## config.mk

```make
export PLATFORM = sky130hd
export DESIGN_NAME = etc_timers
export DESIGN_NICKNAME = d
export VERILOG_FILES = /design/src/hw/etc_pkg.sv /design/src/hw/etc_counter16.sv /design/src/hw/etc_timers.sv
export VERILOG_INCLUDE_DIRS = /design/src /design/src/hw
export SDC_FILE = /design/constraint.sdc
export NUM_CORES = 1
export LEC_CHECK = 0
export ABC_AREA = 1
export BUFFER_PORTS_ARGS = -buffer_cell sky130_fd_sc_hd__buf_2
export CORE_ASPECT_RATIO = 1.4
export CORE_MARGIN = 5
export CORE_UTILIZATION = 30
export CTS_BUF_LIST = sky130_fd_sc_hd__clkbuf_2
export DETAILED_ROUTE_END_ITERATION = 16
export MAX_ROUTING_LAYER = met4
export PLACE_DENSITY_LB_ADDON = 0.25
export SLEW_MARGIN = 15
export SYNTH_ARGS = -nofsm -noshare
export SYNTH_HDL_FRONTEND = slang
export SYNTH_HIERARCHICAL = 1
export SYNTH_SLANG_ARGS = --single-unit
```

## constraint.sdc

```tcl
create_clock -name pclk -period 4 [get_ports pclk]
set_input_delay 0.2 -clock pclk [delete_from_list [all_inputs] [get_ports pclk]]
set_output_delay 0.2 -clock pclk [all_outputs]
set_load 0.02 [all_outputs]
```

## src/hw/etc_defs.svh

```systemverilog
// register offsets, field positions, reset values and timing constants of the timer block
// assumes inclusion by bare name from the design modules and the bench
`ifndef ETC_DEFS_SVH
`define ETC_DEFS_SVH
// register indices as printed; byte address is four times the index
`define ETC_IDX_A_HIGH 8'h0C
`define ETC_IDX_A_LOW 8'h0D
`define ETC_IDX_A_CTRL 8'h0E
`define ETC_IDX_B_HIGH 8'h0F
`define ETC_IDX_B_LOW 8'h10
`define ETC_IDX_B_CTRL 8'h11
`define ETC_IDX_C_HIGH 8'h20
`define ETC_IDX_C_LOW 8'h21
`define ETC_IDX_C_CTRL 8'h22
`define ETC_IDX_IRQ_LOW 8'h0B
`define ETC_IDX_IRQ_HIGH 8'h1E
`define ETC_IDX_D_LOW 8'h24
`define ETC_IDX_D_CTRL 8'h25
// control register fields
`define ETC_BIT_EDGE 3
`define ETC_BIT_RUN 4
`define ETC_BIT_MODE_LO 6
`define ETC_BIT_MODE_HI 7
`define ETC_CTRL_RMASK 8'hD8
`define ETC_TB_RMASK 8'hDF
// interrupt control fields
`define ETC_BIT_IE_A 2
`define ETC_BIT_IE_B 3
`define ETC_BIT_FLAG_A 5
`define ETC_BIT_FLAG_B 6
`define ETC_BIT_IE_C 0
`define ETC_BIT_IE_D 1
`define ETC_BIT_FLAG_C 4
`define ETC_BIT_FLAG_D 5
`define ETC_IRQL_RMASK 8'h6C
`define ETC_IRQH_RMASK 8'h33
// reset values
`define ETC_CTRL_RESET 8'h00
// instruction clock is the system clock divided by four
`define ETC_INSTR_DIV 4
`endif

```

## src/hw/etc_pkg.sv

```systemverilog
// types shared by the timer block
// assumes the defines header is available by bare name
package etc_pkg;
	// counter operating mode, mode_high_bit then mode_low_bit
	typedef enum logic [1:0] {
		ETC_MODE_UNUSED = 2'h0,
		ETC_MODE_EVENT = 2'h1,
		ETC_MODE_TIMER = 2'h2,
		ETC_MODE_PULSE = 2'h3
	} etc_mode_t;
	// decoded control fields of one 16-bit counter
	typedef struct packed {
		etc_mode_t mode;
		logic run_enable;
		logic edge_polarity_bit;
	} etc_ctrl_t;
	// pulse measurement phases
	typedef enum logic [1:0] {
		ETC_PW_ARMED,
		ETC_PW_COUNT,
		ETC_PW_DONE
	} etc_pw_t;
endpackage : etc_pkg

```

## src/hw/etc_counter16.sv

```systemverilog
// one 16-bit count-up counter with preload, low-byte buffer and pulse measurement
// assumes pin input already synchronised to pclk and tick strobes on pclk
`timescale 1ns/10ps
`include "etc_defs.svh"
module etc_counter16
	import etc_pkg::*;
#(
	parameter int WIDTH = 16,
	parameter bit HAS_PIN = 1'b1
)(
	// clock and reset
	input wire logic pclk,
	input wire logic presetn,
	// instruction clock strobe and synchronised pin
	input wire logic instr_tick,
	input wire logic pin_sync,
	// register access strobes
	input wire logic wr_low,
	input wire logic wr_high,
	input wire logic wr_ctrl,
	input wire logic rd_high,
	input wire logic [7:0] wdata,
	// observed state
	output logic [WIDTH-1:0] count,
	output logic [7:0] low_buf,
	output etc_ctrl_t ctrl,
	output logic ovf
);
	logic [WIDTH-1:0] preload; // only changed by a high-byte write
	logic pin_prev; // previous pin sample for edge detection
	etc_pw_t pw_state; // pulse measurement phase
	logic rise_edge;
	logic fall_edge;
	logic act_edge; // selected start transition
	logic back_edge; // return to original level
	logic inc; // count this cycle
	logic running;

	// edge detection by comparing consecutive samples
	assign rise_edge = pin_sync & ~pin_prev;
	assign fall_edge = ~pin_sync & pin_prev;
	assign act_edge = ctrl.edge_polarity_bit ? fall_edge : rise_edge;
	assign back_edge = ctrl.edge_polarity_bit ? rise_edge : fall_edge;
	assign running = ctrl.run_enable;
	// overflow strobe in the very cycle of the reload, so the flag lands with it
	assign ovf = inc && (&count);

	// increment condition per mode; suppressed while the high byte is read
	always_comb
	begin
		inc = 1'b0;
		if (running && !rd_high)
		begin
			unique case (ctrl.mode)
				ETC_MODE_EVENT: inc = HAS_PIN && act_edge;
				ETC_MODE_TIMER: inc = instr_tick;
				ETC_MODE_PULSE: inc = HAS_PIN && instr_tick && pw_state == ETC_PW_COUNT;
				ETC_MODE_UNUSED: inc = 1'b0;
			endcase
		end
	end

	// pin history
	always_ff @(posedge pclk or negedge presetn)
	begin
		if (!presetn)
			pin_prev <= 1'b0;
		else
			pin_prev <= pin_sync;
	end

	// low-byte holding buffer: written by software, captured on high-byte read
	always_ff @(posedge pclk or negedge presetn)
	begin
		if (!presetn)
			low_buf <= 8'h00;
		else if (rd_high)
			low_buf <= count[7:0];
		else if (wr_low)
			low_buf <= wdata;
	end

	// preload register, loaded as one word from high write plus buffer
	always_ff @(posedge pclk or negedge presetn)
	begin
		if (!presetn)
			preload <= '0;
		else if (wr_high)
			preload <= WIDTH'({wdata, low_buf});
	end

	// the counter itself
	always_ff @(posedge pclk or negedge presetn)
	begin
		if (!presetn)
		begin
			count <= '0;
		end
		else
		begin
			if (wr_high && !running)
				count <= WIDTH'({wdata, low_buf});
			else if (inc)
			begin
				if (&count)
				begin
					count <= preload;
				end
				else
					count <= count + 1'b1;
			end
		end
	end

	// control register and pulse measurement sequencing
	always_ff @(posedge pclk or negedge presetn)
	begin
		if (!presetn)
		begin
			ctrl <= etc_ctrl_t'(`ETC_CTRL_RESET);
			pw_state <= ETC_PW_ARMED;
		end
		else if (wr_ctrl)
		begin
			ctrl.mode <= etc_mode_t'(wdata[`ETC_BIT_MODE_HI:`ETC_BIT_MODE_LO]);
			ctrl.run_enable <= wdata[`ETC_BIT_RUN];
			ctrl.edge_polarity_bit <= wdata[`ETC_BIT_EDGE];
			pw_state <= ETC_PW_ARMED;
		end
		else if (running && ctrl.mode == ETC_MODE_PULSE && HAS_PIN)
		begin
			unique case (pw_state)
				ETC_PW_ARMED:
					if (act_edge)
						pw_state <= ETC_PW_COUNT;
				ETC_PW_COUNT:
					if (back_edge)
					begin
						pw_state <= ETC_PW_DONE;
						ctrl.run_enable <= 1'b0;
					end
				ETC_PW_DONE:
					pw_state <= ETC_PW_DONE;
				// the fourth code is never entered; fall back to armed
				default:
					pw_state <= ETC_PW_ARMED;
			endcase
		end
	end
endmodule : etc_counter16

```

## src/hw/etc_timers.sv

```systemverilog
// Notes on behaviour
// - counters a/b count pin edges or instruction clock
// - low-byte write only fills holding buffer
// - high-byte write loads preload with buffer
// - high-byte read latches low count; read high first
// - counting suppressed during high-byte read
// - control bit 3 picks rising or falling edge
// - control bit 4 runs or stops counting
// - bits 7:6 select event, timer, pulse mode
// - count up from present value to FFFF
// - overflow reloads preload and sets request flag
// - pulse mode counts between edges, clears run
// - one pulse result held until re-enabled
// - pulse-mode overflow reloads and requests too
// - run bit not self-cleared in event/timer
// - overflow is a wake-up source
// - cleared interrupt enable blocks service
// - stopped counter loads on preload write
// - counter c uses instruction clock timer only
// - time base 8-bit, instruction or crystal clock
// - prescaler divides 2 to 256 by code
// - unused control bits read zero; time base bit 3 reads back as written
// - reset stops counters, clears prescaler
// - time base run bit4, mode bits 7:6
// - time base overflow sets its high flag
//
// timer/event block of four count-up counters behind an APB slave
// assumes event pins and the crystal clock are asynchronous to pclk
//
// Local design decision: the APB register port.
`timescale 1ns/10ps
`include "etc_defs.svh"
module etc_timers
	import etc_pkg::*;
#(
	parameter bit USE_CRYSTAL = 1'b0, // build-time clock choice of the time base
	parameter int INSTR_DIV = `ETC_INSTR_DIV
)(
	// clock and reset
	input wire logic pclk,
	input wire logic presetn,
	// apb slave
	input wire logic psel,
	input wire logic penable,
	input wire logic pwrite,
	input wire logic [11:0] paddr,
	input wire logic [31:0] pwdata,
	input wire logic [3:0] pstrb,
	output logic [31:0] prdata,
	output logic pready,
	output logic pslverr,
	// external event pins and crystal level
	input wire logic event_input_a,
	input wire logic event_input_b,
	input wire logic crystal_in_pin,
	// halt wake-up and interrupt request towards the core
	output logic wake_up,
	output logic irq_request
);
	// instruction clock strobe from the system clock divided by four
	logic [$clog2(INSTR_DIV)-1:0] div_cnt;
	logic instr_clock;
	// two-stage synchronisers; stage one feeds only stage two
	logic [2:0] sync1;
	logic [2:0] sync2;
	// previous synchronised crystal level, used only to find its edges
	logic xtal_prev;
	// apb decode
	logic [9:0] idx;
	logic acc;
	logic wr;
	logic rd;
	logic hit;
	logic [7:0] rbyte;
	logic [7:0] wbyte;
	// per-counter strobes and state, index 0..2 = a, b, c
	logic [2:0] wr_low;
	logic [2:0] wr_high;
	logic [2:0] wr_ctrl;
	logic [2:0] rd_high;
	logic [2:0] ovf;
	logic [15:0] cnt [3];
	logic [7:0] lbuf [3];
	etc_ctrl_t ctl [3];
	// interrupt control registers
	logic [7:0] irq_low;
	logic [7:0] irq_high;
	// time base
	logic [7:0] tb_ctrl;
	logic [7:0] tb_count;
	logic [7:0] tb_preload;
	logic [7:0] prescale; // cleared by reset
	logic tb_src_tick;
	logic tb_tick;
	logic tb_ovf;
	logic [7:0] next_prescale;

	// apb decode: writes act only at the access edge; a read is seen from setup on,
	// so a high-byte read freezes its counter before prdata samples the high byte
	// and the low byte latched at the access edge belongs to that same count
	assign idx = paddr[11:2];
	assign acc = psel && penable;
	assign wr = acc && pwrite && pstrb[0];
	assign rd = psel && !pwrite;
	assign wbyte = pwdata[7:0];

	// instruction clock divider
	// runs free from reset; the strobe is one pclk wide, one edge in four
	always_ff @(posedge pclk or negedge presetn)
	begin
		if (!presetn)
			div_cnt <= '0;
		else
			div_cnt <= div_cnt + 1'b1;
	end
	assign instr_clock = &div_cnt;

	// pin synchronisers
	// pins are sampled twice before any logic looks at them, against metastability;
	// this costs two to three pclk of latency on every pin edge
	always_ff @(posedge pclk or negedge presetn)
	begin
		if (!presetn)
		begin
			sync1 <= 3'h0;
			sync2 <= 3'h0;
			xtal_prev <= 1'b0;
		end
		else
		begin
			sync1 <= {crystal_in_pin, event_input_b, event_input_a};
			sync2 <= sync1;
			xtal_prev <= sync2[2];
		end
	end

	// strobe decode for the three 16-bit counters
	// one strobe per register; an unmapped index raises none of them
	always_comb
	begin
		wr_low = 3'h0;
		wr_high = 3'h0;
		wr_ctrl = 3'h0;
		rd_high = 3'h0;
		wr_low[0] = wr && idx == 10'(`ETC_IDX_A_LOW);
		wr_low[1] = wr && idx == 10'(`ETC_IDX_B_LOW);
		wr_low[2] = wr && idx == 10'(`ETC_IDX_C_LOW);
		wr_high[0] = wr && idx == 10'(`ETC_IDX_A_HIGH);
		wr_high[1] = wr && idx == 10'(`ETC_IDX_B_HIGH);
		wr_high[2] = wr && idx == 10'(`ETC_IDX_C_HIGH);
		wr_ctrl[0] = wr && idx == 10'(`ETC_IDX_A_CTRL);
		wr_ctrl[1] = wr && idx == 10'(`ETC_IDX_B_CTRL);
		wr_ctrl[2] = wr && idx == 10'(`ETC_IDX_C_CTRL);
		rd_high[0] = rd && idx == 10'(`ETC_IDX_A_HIGH);
		rd_high[1] = rd && idx == 10'(`ETC_IDX_B_HIGH);
		rd_high[2] = rd && idx == 10'(`ETC_IDX_C_HIGH);
	end

	// counters a and b have pins; c is instruction-clock only
	// counter c has no pin, so its event and pulse modes never count
	genvar gi;
	generate
		for (gi = 0; gi < 3; gi++)
		begin : g_cnt
			etc_counter16 #(
				.WIDTH(16),
				.HAS_PIN(gi < 2)
			) u_cnt (
				.pclk(pclk),
				.presetn(presetn),
				.instr_tick(instr_clock),
				.pin_sync(gi < 2 ? sync2[gi] : 1'b0),
				.wr_low(wr_low[gi]),
				.wr_high(wr_high[gi]),
				.wr_ctrl(wr_ctrl[gi]),
				.rd_high(rd_high[gi]),
				.wdata(wbyte),
				.count(cnt[gi]),
				.low_buf(lbuf[gi]),
				.ctrl(ctl[gi]),
				.ovf(ovf[gi])
			);
		end
	endgenerate

	// time base source: crystal edge or instruction clock, fixed at build
	assign tb_src_tick = USE_CRYSTAL ? (sync2[2] & ~xtal_prev) : instr_clock;

	// prescaler: divide by two to the power of code plus one
	// free running, so the first count after a code change may come early
	always_comb
	begin
		next_prescale = prescale;
		tb_tick = 1'b0;
		if (tb_src_tick)
		begin
			next_prescale = prescale + 8'h01;
			tb_tick = next_prescale[tb_ctrl[2:0]] & ~prescale[tb_ctrl[2:0]];
		end
	end

	always_ff @(posedge pclk or negedge presetn)
	begin
		if (!presetn)
			prescale <= 8'h00;
		else
			prescale <= next_prescale;
	end

	// time base control, preload and counter
	// a preload write while stopped loads the count too, as on the big counters
	always_ff @(posedge pclk or negedge presetn)
	begin
		if (!presetn)
		begin
			tb_ctrl <= `ETC_CTRL_RESET;
			tb_preload <= 8'h00;
			tb_count <= 8'h00;
			tb_ovf <= 1'b0;
		end
		else
		begin
			tb_ovf <= 1'b0;
			if (wr && idx == 10'(`ETC_IDX_D_CTRL))
				tb_ctrl <= wbyte & `ETC_TB_RMASK;
			if (wr && idx == 10'(`ETC_IDX_D_LOW))
			begin
				tb_preload <= wbyte;
				if (!tb_ctrl[`ETC_BIT_RUN])
					tb_count <= wbyte;
			end
			else if (tb_ctrl[`ETC_BIT_RUN] && tb_tick
				&& tb_ctrl[`ETC_BIT_MODE_HI:`ETC_BIT_MODE_LO] == 2'(ETC_MODE_TIMER))
			begin
				if (&tb_count)
				begin
					tb_count <= tb_preload;
					tb_ovf <= 1'b1;
				end
				else
					tb_count <= tb_count + 8'h01;
			end
		end
	end

	// interrupt control: hardware set wins over software clear
	// flags of a, b and c land in the reload cycle; a software clear in that
	// same cycle loses, so no overflow is ever dropped
	always_ff @(posedge pclk or negedge presetn)
	begin
		if (!presetn)
		begin
			irq_low <= 8'h00;
			irq_high <= 8'h00;
		end
		else
		begin
			if (wr && idx == 10'(`ETC_IDX_IRQ_LOW))
				irq_low <= wbyte & `ETC_IRQL_RMASK;
			if (wr && idx == 10'(`ETC_IDX_IRQ_HIGH))
				irq_high <= wbyte & `ETC_IRQH_RMASK;
			if (ovf[0])
				irq_low[`ETC_BIT_FLAG_A] <= 1'b1;
			if (ovf[1])
				irq_low[`ETC_BIT_FLAG_B] <= 1'b1;
			if (ovf[2])
				irq_high[`ETC_BIT_FLAG_C] <= 1'b1;
			if (tb_ovf)
				irq_high[`ETC_BIT_FLAG_D] <= 1'b1;
		end
	end

	// request gated by enables; wake-up pulses on any overflow
	// wake-up ignores the enables: any overflow may end a halt
	always_ff @(posedge pclk or negedge presetn)
	begin
		if (!presetn)
		begin
			irq_request <= 1'b0;
			wake_up <= 1'b0;
		end
		else
		begin
			irq_request <= (irq_low[`ETC_BIT_FLAG_A] & irq_low[`ETC_BIT_IE_A])
				| (irq_low[`ETC_BIT_FLAG_B] & irq_low[`ETC_BIT_IE_B])
				| (irq_high[`ETC_BIT_FLAG_C] & irq_high[`ETC_BIT_IE_C])
				| (irq_high[`ETC_BIT_FLAG_D] & irq_high[`ETC_BIT_IE_D]);
			wake_up <= (|ovf) | tb_ovf;
		end
	end

	// control byte as software sees it; each field back at its own bit position
	// the stored struct is packed narrow, so a plain cast would misplace the fields
	function automatic logic [7:0] ctrl_byte(input etc_ctrl_t c);
		logic [7:0] b;
		b = 8'h00;
		b[`ETC_BIT_MODE_HI] = c.mode[1];
		b[`ETC_BIT_MODE_LO] = c.mode[0];
		b[`ETC_BIT_RUN] = c.run_enable;
		b[`ETC_BIT_EDGE] = c.edge_polarity_bit;
		return b & `ETC_CTRL_RMASK;
	endfunction : ctrl_byte

	// read mux; counter control reads mask unused bits to zero; time base control is only masked on write
	always_comb
	begin
		hit = 1'b1;
		rbyte = 8'h00;
		unique case (idx)
			10'(`ETC_IDX_A_HIGH): rbyte = cnt[0][15:8];
			10'(`ETC_IDX_A_LOW): rbyte = lbuf[0];
			10'(`ETC_IDX_A_CTRL): rbyte = ctrl_byte(ctl[0]);
			10'(`ETC_IDX_B_HIGH): rbyte = cnt[1][15:8];
			10'(`ETC_IDX_B_LOW): rbyte = lbuf[1];
			10'(`ETC_IDX_B_CTRL): rbyte = ctrl_byte(ctl[1]);
			10'(`ETC_IDX_C_HIGH): rbyte = cnt[2][15:8];
			10'(`ETC_IDX_C_LOW): rbyte = lbuf[2];
			10'(`ETC_IDX_C_CTRL): rbyte = ctrl_byte(ctl[2]);
			10'(`ETC_IDX_IRQ_LOW): rbyte = irq_low;
			10'(`ETC_IDX_IRQ_HIGH): rbyte = irq_high;
			10'(`ETC_IDX_D_LOW): rbyte = tb_count;
			10'(`ETC_IDX_D_CTRL): rbyte = tb_ctrl;
			default: hit = 1'b0;
		endcase
	end

	// apb answer: one access cycle, registered outputs
	// pready follows every setup by one cycle, so no master ever waits longer;
	// read data is taken at the setup edge and stands only in the access cycle,
	// which is why a high-byte read must already hold its counter during setup
	always_ff @(posedge pclk or negedge presetn)
	begin
		if (!presetn)
		begin
			pready <= 1'b0;
			prdata <= 32'h0000_0000;
			pslverr <= 1'b0;
		end
		else
		begin
			pready <= psel && !penable;
			pslverr <= psel && !penable && !hit;
			prdata <= (psel && !penable && !pwrite) ? {24'h000000, rbyte} : 32'h0000_0000;
		end
	end
endmodule : etc_timers

```

==> results.cfg, run 1 <==
[cts]
cts_buffers = 17
cts_tree = built
clk_pin_slew_worst_paths_ns = 0.33
htreeDepth = 4
cts_resized = 0
postCtsSetupBuffers = 0
root_buffer = clkbuf_2
clk_latency_ns = 0.91
clk_path_buf_depth = 2
cts_num_sinks = 196

[sta]
layout_min_cycle_time_ns = 3.18
fmax_mhz = 314
post-route-period-util_pct = 79.6
slew_headroom_pct = 50.7
hold_viol = 0
fin_skew_ns = 0.0490
worst_slew_pin_slew_ns = 0.737
maxSlewViolCount = 0
setup_violations = 0
fin_tns_setup_ns = 0
rsz0062_at_grt = no

[worst_setup_path]
critPathMaxFanout = 19
start_kind = input port
r2r_slack_ns = 1.53
r2r.worst_path.cells = 6
end_kind = flop
critPathArrivalTime_ns = 4.06
r2r_start = div_cnt[0]$_DFF_PN0_
critPathKind = in -> reg
r2r-end = irq_high[4]$_DFFE_PN0P_
cp.required_ns = 4.88

[die]
core_sq_um = 38600
num_rows = 85
dieArea_sq_um = 43200
start_util_pct = 30.4
fp.dieH_um = 244
die_w_um = 177
io_pins = 92

[detailed_routing]
drc = 0
ant_nets = 0
routed_wl_um = 37800
detailroute.via_count = 10748
post_drt_wl_per_cell_um = 17.2
avgViaCountPerCell = 4.88
dr.pass1.iters = 5
drtIter0Drc = 678

[final_layout]
final_area_sq_um = 13000
fillCellCount = 4147
layout-drive-gt1-share_pct = 10.3
fin_nets = 1734
synthToLayoutAreaGrowth_pct = 11.1

[power]
p_int_w = 0.00237
power_density_nw_per_um2 = 257
ir_worst_vdd_mv = 0.146
finalPower_w = 0.00335
p_clk_share_pct = 32.9
swShare_pct = 29.2
p_switching_w = 0.000977
cellLeakagePower_nw = 6.62
pwr-share-comb_pct = 6.7
seqPwrFrac_pct = 60.4

[global_routing]
grt_pass1_vias = 10628
grt_max_degree = 91
grt_overflow = 0
antenna_found_initial = 1
grt.total_usage_pct = 18.3
grt_pass1_wl_um = 60000

[synth]
ys_seq_elements = 196
synth-edff-count = 0
synth_warnings = 6
synthCells = 1602
synthFlopType = dfrtp_1
postSynthAreaPerCell_sq_um = 7.32
ys_seq_area_share_pct = 41.8
async_reset_ff_share_pct = 100
synthDistinctLibCells = 48
synth.cell_area_sq_um = 11700

[min_path]
hold_start = paddr[8]
hold_end = tb_preload[6]$_DFFE_PN0P_
whs_path_depth = 7
hold_path.class = in -> reg

[placed_design]
gp_congestion = 0.927
dp_hpwl_um = 27400
io_buffers = 37
placed_cell_area_sq_um = 12300

[outcome]
status = finished clean

[job]
maxCapViolCount = 0
==> Yosys cell counts, types with 3 or more instances <==
| cell | n | area share [%] |
|---|---|---|
| and2_1 | 4 | 0.21 |
| nor2_8 | 3 | 0.51 |
| clkinv_1 | 9 | 0.29 |
| buf_6 | 4 | 0.38 |
| inv_2 | 15 | 0.48 |
| nor2_1 | 154 | 4.9 |
| o21ai_0 | 92 | 3.9 |
| nor3_1 | 20 | 0.85 |
| nand3_2 | 8 | 0.68 |
| o21ai_1 | 17 | 0.73 |
| mux2_2 | 10 | 0.96 |
| buf_4 | 31 | 2.0 |
| nand2_2 | 13 | 0.69 |
| dfrtp_1 | 196 | 42 |
| xnor2_1 | 9 | 0.67 |
| o22ai_1 | 32 | 1.7 |
| nor2_4 | 8 | 0.77 |
| xor2_1 | 19 | 1.4 |
| ha_1 | 12 | 1.3 |
| o211ai_2 | 4 | 0.43 |
| a31oi_1 | 12 | 0.64 |
| nand2_1 | 466 | 15 |
| clkbuf_1 | 16 | 0.51 |
| inv_1 | 176 | 5.6 |
| nand3_4 | 3 | 0.45 |
| o211ai_1 | 5 | 0.32 |
| a21oi_1 | 24 | 1.0 |
| nor2_2 | 17 | 0.91 |
| nand4_1 | 35 | 1.9 |
| buf_2 | 13 | 0.55 |
| nand3_1 | 150 | 6.4 |
==> power groups by stage <==
stage / Clock (W) / Sequential, W / Combinational [W]
final: 0.00110 / 0.00202 / 0.000225
after global routing: 0.00121 / 0.00203 / 0.000250
after CTS: 0.00114 / 0.00202 / 0.000229
after detailed placement: 0 / 0.00205 / 0.000198
after global placement: 0 / 0.00205 / 0.000196
after floorplan: 0 / 0.00205 / 0.0000987
==> flip-flops by register name, indices dropped and copies added, names as in the netlist, 3 cells and up <==
register              flops
g_cnt.u_cnt/count        48
g_cnt.u_cnt/ctrl          9
g_cnt.u_cnt/low_buf      24
g_cnt.u_cnt/preload      48
g_cnt.u_cnt/pw_state      4
g_cnt.u_cnt/running       3
irq_high                  4
irq_low                   4
prdata                    8
prescale                  8
tb_count                  8
tb_ctrl                   7
tb_preload                8
==> cells in the final DEF (no fill, tap or decap), types with 9 or more instances in the layout <==
master / count
a21oi_1: 24
a31oi_1: 12
buf_2: 36
clkbuf_2: 17
clkinv_1: 10
conb_1: 24
dfrtp_1: 196
dlygate4sd3_1: 41
ha_1: 12
inv_1: 176
inv_2: 15
mux2_2: 10
nand2_1: 466
nand2_2: 13
nand3_1: 150
nand4_1: 35
nor2_1: 151
nor2_2: 20
nor3_1: 20
o21ai_0: 92
o21ai_1: 17
o22ai_1: 32
xnor2_1: 9
xor2_1: 19
==> layout make-up <==
type                       count  area (sq um)  area share [%]
timing repair buffer          87           704            5.41
antenna                        1          2.50          0.0192
inverter                     200           751            5.76
tap                          522           653            5.01
clock inverter                15           168            1.29
clock buffer                  17          85.1           0.653
multi-input combinational   1164          5760            44.2
sequential                   196          4900            37.6
==> critical path, cell delays in order <==
cell	delay (ns)
dlygate4sd3_1	0.53
buf_2	0.14
nor2_4	0.41
nand3_1	0.17
inv_1	0.18
nand3_1	0.15
dlygate4sd3_1	0.62
nor2_1	0.37
nand2_1	0.09
dlygate4sd3_1	0.56
o21ai_0	0.07
dlygate4sd3_1	0.56
==> cells by family (layout without fill, tap and decap cells) <==
logic type / count (synthesis) / count (layout) / share of synthesized area, %
AOI/OAI and AO/OA: 194 / 194 / 9.30
and+or+nand+nor: 896 / 896 / 34.6
muxes: 10 / 10 / 0.960
DFF: 196 / 196 / 41.8
xor gates and xnor gates: 28 / 28 / 2.09
other: 1 / 25 / 0.0320
buffers and inverters: 265 / 319 / 9.88
adders and majority gates: 12 / 12 / 1.28
==> how the worst max path moves through the flow <==
stage | to | slack [ns] | cells past startpoint | from
global route | g_cnt[2].u_cnt/running$_DFFE_PN0P_ | 0.56 | 12 | paddr[11]
global placement | g_cnt[0].u_cnt/count[14]$_DFFE_PN0P_ | 0.96 | 12 | paddr[11]
CTS | g_cnt[2].u_cnt/running$_DFFE_PN0P_ | 0.18 | 13 | paddr[11]
detailed placement | g_cnt[0].u_cnt/count[14]$_DFFE_PN0P_ | 0.96 | 12 | paddr[11]
finish | g_cnt[2].u_cnt/running$_DFFE_PN0P_ | 0.82 | 12 | paddr[11]
floorplan | g_cnt[0].u_cnt/pw_state[0]$_DFFE_PN0P_ | 1.88 | 12 | penable
==> layer usage <==
| layer | share of wire (%) | vias to the layer above | GRT usage, % |
|---|---|---|---|
| li1 | - | 5241 | - |
| met1 | 42 | 5170 | 22.1 |
| met2 | 50 | 248 | 30.3 |
| met3 | 3.2 | 89 | 2.36 |
| met4 | 4.7 | 0 | 8.36 |
| met5 | 0 | - | - |
==> stage by stage <==
step                setup WS, ns  instances  utilization [%]  hold WS (ns)
floorplan                   1.88       1625                -       -0.0956
global placement           0.962       2127             31.9         0.259
detailed placement         0.959       2127             31.9         0.264
CTS                        0.184       2202             33.8        0.0283
global route               0.561       2202             33.7        0.0406
finish                     0.818       2202             33.7        0.0864
==> what timing repair did <==
action,in CTS,in global routing
hold endpoints to repair,323,0
hold buffers,43,0
setup endpoints to repair,0,1
Power figures use the tool's default switching activity.
==> inputs of run 2 (changes only) <==
Clock period 4 ns to 3.15 ns, I/O delays scaled along.
==> run 2 against run 1 <==
Utilization up 0.46 points. Register-to-register slack worse by 0.66 ns. Sequential power up 27%. Largest cell class unchanged. Final cell count up 1.0%. Via count up 1.3%. Critical endpoint is now tb_preload[4]$_DFFE_PN0P_. Clock-buffer cell count unchanged.
==> results.cfg, run 2 (synthesis gave the netlist of run 1 again) <==
[placed_design]
gp_congestion = 0.943
dp_cells = 2135
io_buffers = 37
placed_cell_area_sq_um = 12400
dp_hpwl_um = 27800

[min_path]
hold_path.class = in -> reg
whs_path_depth = 8
hold_end = g_cnt[2].u_cnt/low_buf[5]$_DFFE_PN0P_
hold_start = paddr[6]

[detailed_routing]
drc = 0
ant_nets = 0
dr.pass1.iters = 6
routed_wl_um = 38200
detailroute.via_count = 10893
post_drt_wl_per_cell_um = 17.2
avgViaCountPerCell = 4.90
drtIter0Drc = 679

[final_layout]
fin_nets = 1755
fillCellCount = 4131
layout-drive-gt1-share_pct = 10.9
final_cell_mix = nand2_1 (466), dfrtp_1 (196), inv_1 (176)
utilization_pct = 34.2
synthToLayoutAreaGrowth_pct = 12.6
fin_cells = 2224
reg.largest.list = g_cnt.u_cnt/count: 48 flops, g_cnt.u_cnt/preload: 48 flops, g_cnt.u_cnt/low_buf: 24 flops
final_area_sq_um = 13200
mostFrequentLayoutCell = nand2_1

[sta]
fin_skew_ns = 0.0583
worst_slew_pin_slew_ns = 0.622
maxSlewViolCount = 0
fmax_mhz = 321
setup_violations = 0
slew_headroom_pct = 58.5
hold_viol = 0
rsz0062_at_grt = no
post-route-period-util_pct = 99.0
fin_tns_setup_ns = 0
layout_min_cycle_time_ns = 3.12

[cts]
clk_latency_ns = 0.94
cts_tree = built
cts_buffers = 17
root_buffer = clkbuf_2
cts_num_sinks = 196
htreeDepth = 4
clk_pin_slew_worst_paths_ns = 0.36
clk_path_buf_depth = 2

[worst_setup_path]
end_kind = flop
startpoint = paddr[7]
critPathArrivalTime_ns = 4.00
cp.required_ns = 4.03
r2r-end = irq_high[4]$_DFFE_PN0P_
r2r_start = div_cnt[0]$_DFF_PN0_
r2r_slack_ns = 0.87
critPathMaxFanout = 21
r2r.worst_path.cells = 8
start_kind = input port
critPathKind = in -> reg

[die]
dieArea_sq_um = 43200
io_pins = 92
core_sq_um = 38600
die_w_um = 177
fp.dieH_um = 244
num_rows = 85
start_util_pct = 30.4

[job]
maxCapViolCount = 0

[power]
cellLeakagePower_nw = 6.70
power_density_nw_per_um2 = 313
ir_worst_vdd_mv = 0.181
finalPower_w = 0.00414

[global_routing]
antenna_found_initial = 2
grt_max_degree = 92
grt_pass1_wl_um = 60400
grt_overflow = 0
grt.total_usage_pct = 18.4
grt_pass1_vias = 10619

[outcome]
status = finished clean
## run 2: changes by cell type in the layout (fill, tap and decap cells not counted), sizes merged
cell	before	now
diode	1	2
bufinv	2	0
buf	45	55
dlygate4sd3	41	52
clkinvlp	2	4
## run 2: per-layer routing
| layer | track usage [%] | vias to the layer above | wire length (um) |
|---|---|---|---|
| li1 | - | 5301 | - |
| met1 | 21.8 | 5208 | 15700 |
| met2 | 31.0 | 300 | 19100 |
| met3 | 2.66 | 84 | 1680 |
| met4 | 8.65 | 0 | 1800 |
| met5 | - | - | 0 |
## run 2: worst max-delay path, stage by stage
cell,delay [ns]
dlygate4sd3_1,0.52
buf_2,0.14
nand3_2,0.12
dlygate4sd3_1,0.66
nor2_4,0.18
nand3_2,0.07
dlygate4sd3_1,0.56
buf_4,0.21
inv_4,0.13
nand2_1,0.07
dlygate4sd3_1,0.57
nand2_1,0.06
dlygate4sd3_1,0.54
## run 2: metrics by stage
stage,worst slack (ns),hold WS (ns)
floorplan,1.07,-0.138
global placement,0.701,0.118
detailed placement,0.682,0.122
CTS,0.0314,0.0355
global route,0.0520,0.0945
finish,0.0315,0.154
## run 2: worst max-delay path by stage
stage                     slack [ns]  depth (start not counted)                                     end
after global routing            0.05                         14               tb_preload[4]$_DFFE_PN0P_
after floorplan                 1.07                         12  g_cnt[0].u_cnt/pw_state[0]$_DFFE_PN0P_
after global placement          0.70                         13  g_cnt[0].u_cnt/pw_state[1]$_DFFE_PN0P_
after CTS                       0.03                         14               tb_preload[4]$_DFFE_PN0P_
final                           0.03                         13               tb_preload[4]$_DFFE_PN0P_
after detailed placement        0.68                         13  g_cnt[0].u_cnt/pw_state[0]$_DFFE_PN0P_
## run 2: what timing repair did
action / in CTS / in global routing
setup endpoints to repair: 0 / 1
hold buffers: 53 / 0
hold endpoints to repair: 323 / 0
gates resized for setup: 0 / 3
setup buffers: 0 / 2
## run 2: power by group
group / switching [W] / internal (W)
Sequential: 0.0000226 / 0.00254
Clock: 0.00103 / 0.000247
Combinational: 0.000213 / 0.0000815
## run 2: cell type report
type                    instances  area (sq um)  area share (%)
repair buffers                108           902            6.83
well taps                     522           653            4.95
clock inverters                15           138            1.04
diodes                          2          5.00          0.0379
flip-flops and latches        196          4900            37.1
clock buffers                  17          85.1           0.644
multi-input cells            1164          5760            43.6
inverters                     200           756            5.72
==> inputs of run 3 (changes only) <==
Settings changed: BUFFER_PORTS_ARGS -buffer_cell sky130_fd_sc_hd__buf_2 to unset, DONT_BUFFER_PORTS set to 1.
==> run 3 against run 2 <==
The flow now finishes with violations (negative hold slack). Utilization down 0.76 points. Via count decreased by 2.1%. Flip-flop and latch count did not move. Largest cell class unchanged. Highest routed layer unchanged.
==> results.cfg, run 3 (synthesis gave the netlist of run 1 again) <==
[placed_design]
pre_cts_ws_ns = 0.756
io_buffers = 0
gp_congestion = 0.952
dp_hpwl_um = 27200

[global_routing]
use_met3_pct = 3.46
grt_overflow = 0
grt_use_met2_pct = 30.1
grt_pass1_wl_um = 59100
antenna_found_initial = 9
gr-max-usage-layer = met2
grt.total_usage_pct = 18.2
use_met1_pct = 21.5
grt_max_degree = 197
grt_pass1_vias = 10291

[worst_setup_path]
r2r-end = irq_low[5]$_DFFE_PN0P_
cp_top_family = buffers and inverters
critPathMaxFanout = 20
worst-path-buf-inv = 7
end_kind = flop
critPathArrivalTime_ns = 3.90
start_kind = input port
critPathKind = in -> reg
timing.critical_path.mode_cell = dlygate4sd3_1
r2r_slack_ns = 0.73
path_cells = dlygate4sd3_1 -> nand2_1 -> dlygate4sd3_1 -> nor2_2 -> nand3_2 -> dlygate4sd3_1 -> buf_4 -> inv_4 -> nand2_1 -> dlygate4sd3_1 -> nand2_1 -> dlygate4sd3_1
cp_slowest_stage_delay_ns = 0.59
r2r_start = div_cnt[0]$_DFF_PN0_
cp_slowest_cell = dlygate4sd3_1
cp.required_ns = 4.03
r2r.worst_path.cells = 8

[detailed_routing]
drc = 0
routed_wl_um = 37700
ant_nets = 0
post_drt_wl_per_cell_um = 17.3
avgViaCountPerCell = 4.88
dr.pass1.iters = 5
drtIter0Drc = 774
detailroute.via_count = 10661

[sta]
fin_tns_setup_ns = 0
rsz0062_at_grt = no
post-route-period-util_pct = 96.0
worst_slack_ns = 0.125
maxSlewViolCount = 0
whs_ns = -1.08
fin_skew_ns = 0.0519
worst_slew_pin_slew_ns = 1.04
setup_violations = 0
slew_headroom_pct = 30.8
fmax_mhz = 331
layout_min_cycle_time_ns = 3.02
hold_viol = 196

[final_layout]
fin_nets = 1710
mostFrequentLayoutCell = nand2_1
layout-drive-gt1-share_pct = 8.64
reg.largest.list = g_cnt.u_cnt/count: 48 flops, g_cnt.u_cnt/preload: 48 flops, g_cnt.u_cnt/low_buf: 24 flops
fillCellCount = 4161
final_cell_mix = nand2_1 (466), dfrtp_1 (196), inv_1 (176)
synthToLayoutAreaGrowth_pct = 10.1

[cts]
cts_num_sinks = 196
cts_tree = built
cts_buffers = 17
clk_path_buf_depth = 2
clk_pin_slew_worst_paths_ns = 0.34
htreeDepth = 4
root_buffer = clkbuf_2
clk_latency_ns = 0.92

[power]
power_density_nw_per_um2 = 313
cellLeakagePower_nw = 6.48
ir_worst_vdd_mv = 0.179

[die]
core_sq_um = 38600
num_rows = 85
start_util_pct = 30.4
dieArea_sq_um = 43200
fp.dieH_um = 244
io_pins = 92
die_w_um = 177

[min_path]
hold_path.class = in -> async

[job]
maxCapViolCount = 0

[outcome]
status = finished, violations left
violations = negative hold slack
==> run 3: cell count changes in the layout (fill, tap and decap cells not counted), moves of 2 or more <==
cell / change
buf_2: -36
diode_2: +5
buf_12: -2
dlygate4sd3_1: -4
==> run 3: worst max path at each step <==
stage                     startpoint                                      to  slack [ns]  cells after the start
after global routing        paddr[3]                  irq_low[3]$_DFFE_PN0P_        0.06                     11
after floorplan              penable  g_cnt[0].u_cnt/pw_state[0]$_DFFE_PN0P_        1.07                     12
final                         pwrite               tb_preload[0]$_DFFE_PN0P_        0.13                     12
after global placement       penable  g_cnt[0].u_cnt/pw_state[1]$_DFFE_PN0P_        0.79                     12
after detailed placement     penable  g_cnt[0].u_cnt/pw_state[0]$_DFFE_PN0P_        0.76                     11
after CTS                   paddr[6]               tb_preload[0]$_DFFE_PN0P_        0.04                     13
==> run 3: power breakdown <==
group,internal (W),switching (W)
sequential,0.00254,0.0000251
combinational,0.0000564,0.000149
clock,0.000248,0.00102
total,0.00285,0.00120
==> run 3: area by class of cell <==
class / count / area, sq um / share of cell area [%]
Timing Repair Buffer: 63 / 593 / 4.59
Multi-Input combinational cell: 1164 / 5760 / 44.6
Sequential cell: 196 / 4900 / 38.0
Tap cell: 522 / 653 / 5.06
Inverter: 200 / 753 / 5.83
Antenna cell: 7 / 17.5 / 0.136
Clock buffer: 17 / 85.1 / 0.659
Clock inverter: 15 / 141 / 1.10
==> run 3: what timing repair did <==
item                                    CTS  global route
endpoints found under the hold margin   351           202
resized for setup                         0             2
endpoints found under the setup margin    0             3
hold buffers                             48             1
setup buffers                             0             1
==> run 3: metal layers <==
metal,up-vias,part of all wire [%]
li1,5225,-
met1,5051,42
met2,302,49
met3,83,5.0
met4,0,4.5
met5,-,0
==> run 3: through the flow <==
| stage | utilization [%] | instance area, sq um | power (W) | std cells |
|---|---|---|---|---|
| after floorplan | - | 11800 | 0.00272 | 1625 |
| after global placement | 31.5 | 12200 | 0.00274 | 2096 |
| after CTS | 33.4 | 12900 | 0.00412 | 2176 |
| final | 33.4 | 12900 | 0.00404 | 2184 |
| after global routing | 33.4 | 12900 | 0.00423 | 2184 |
| after detailed placement | 31.5 | 12200 | 0.00274 | 2096 |
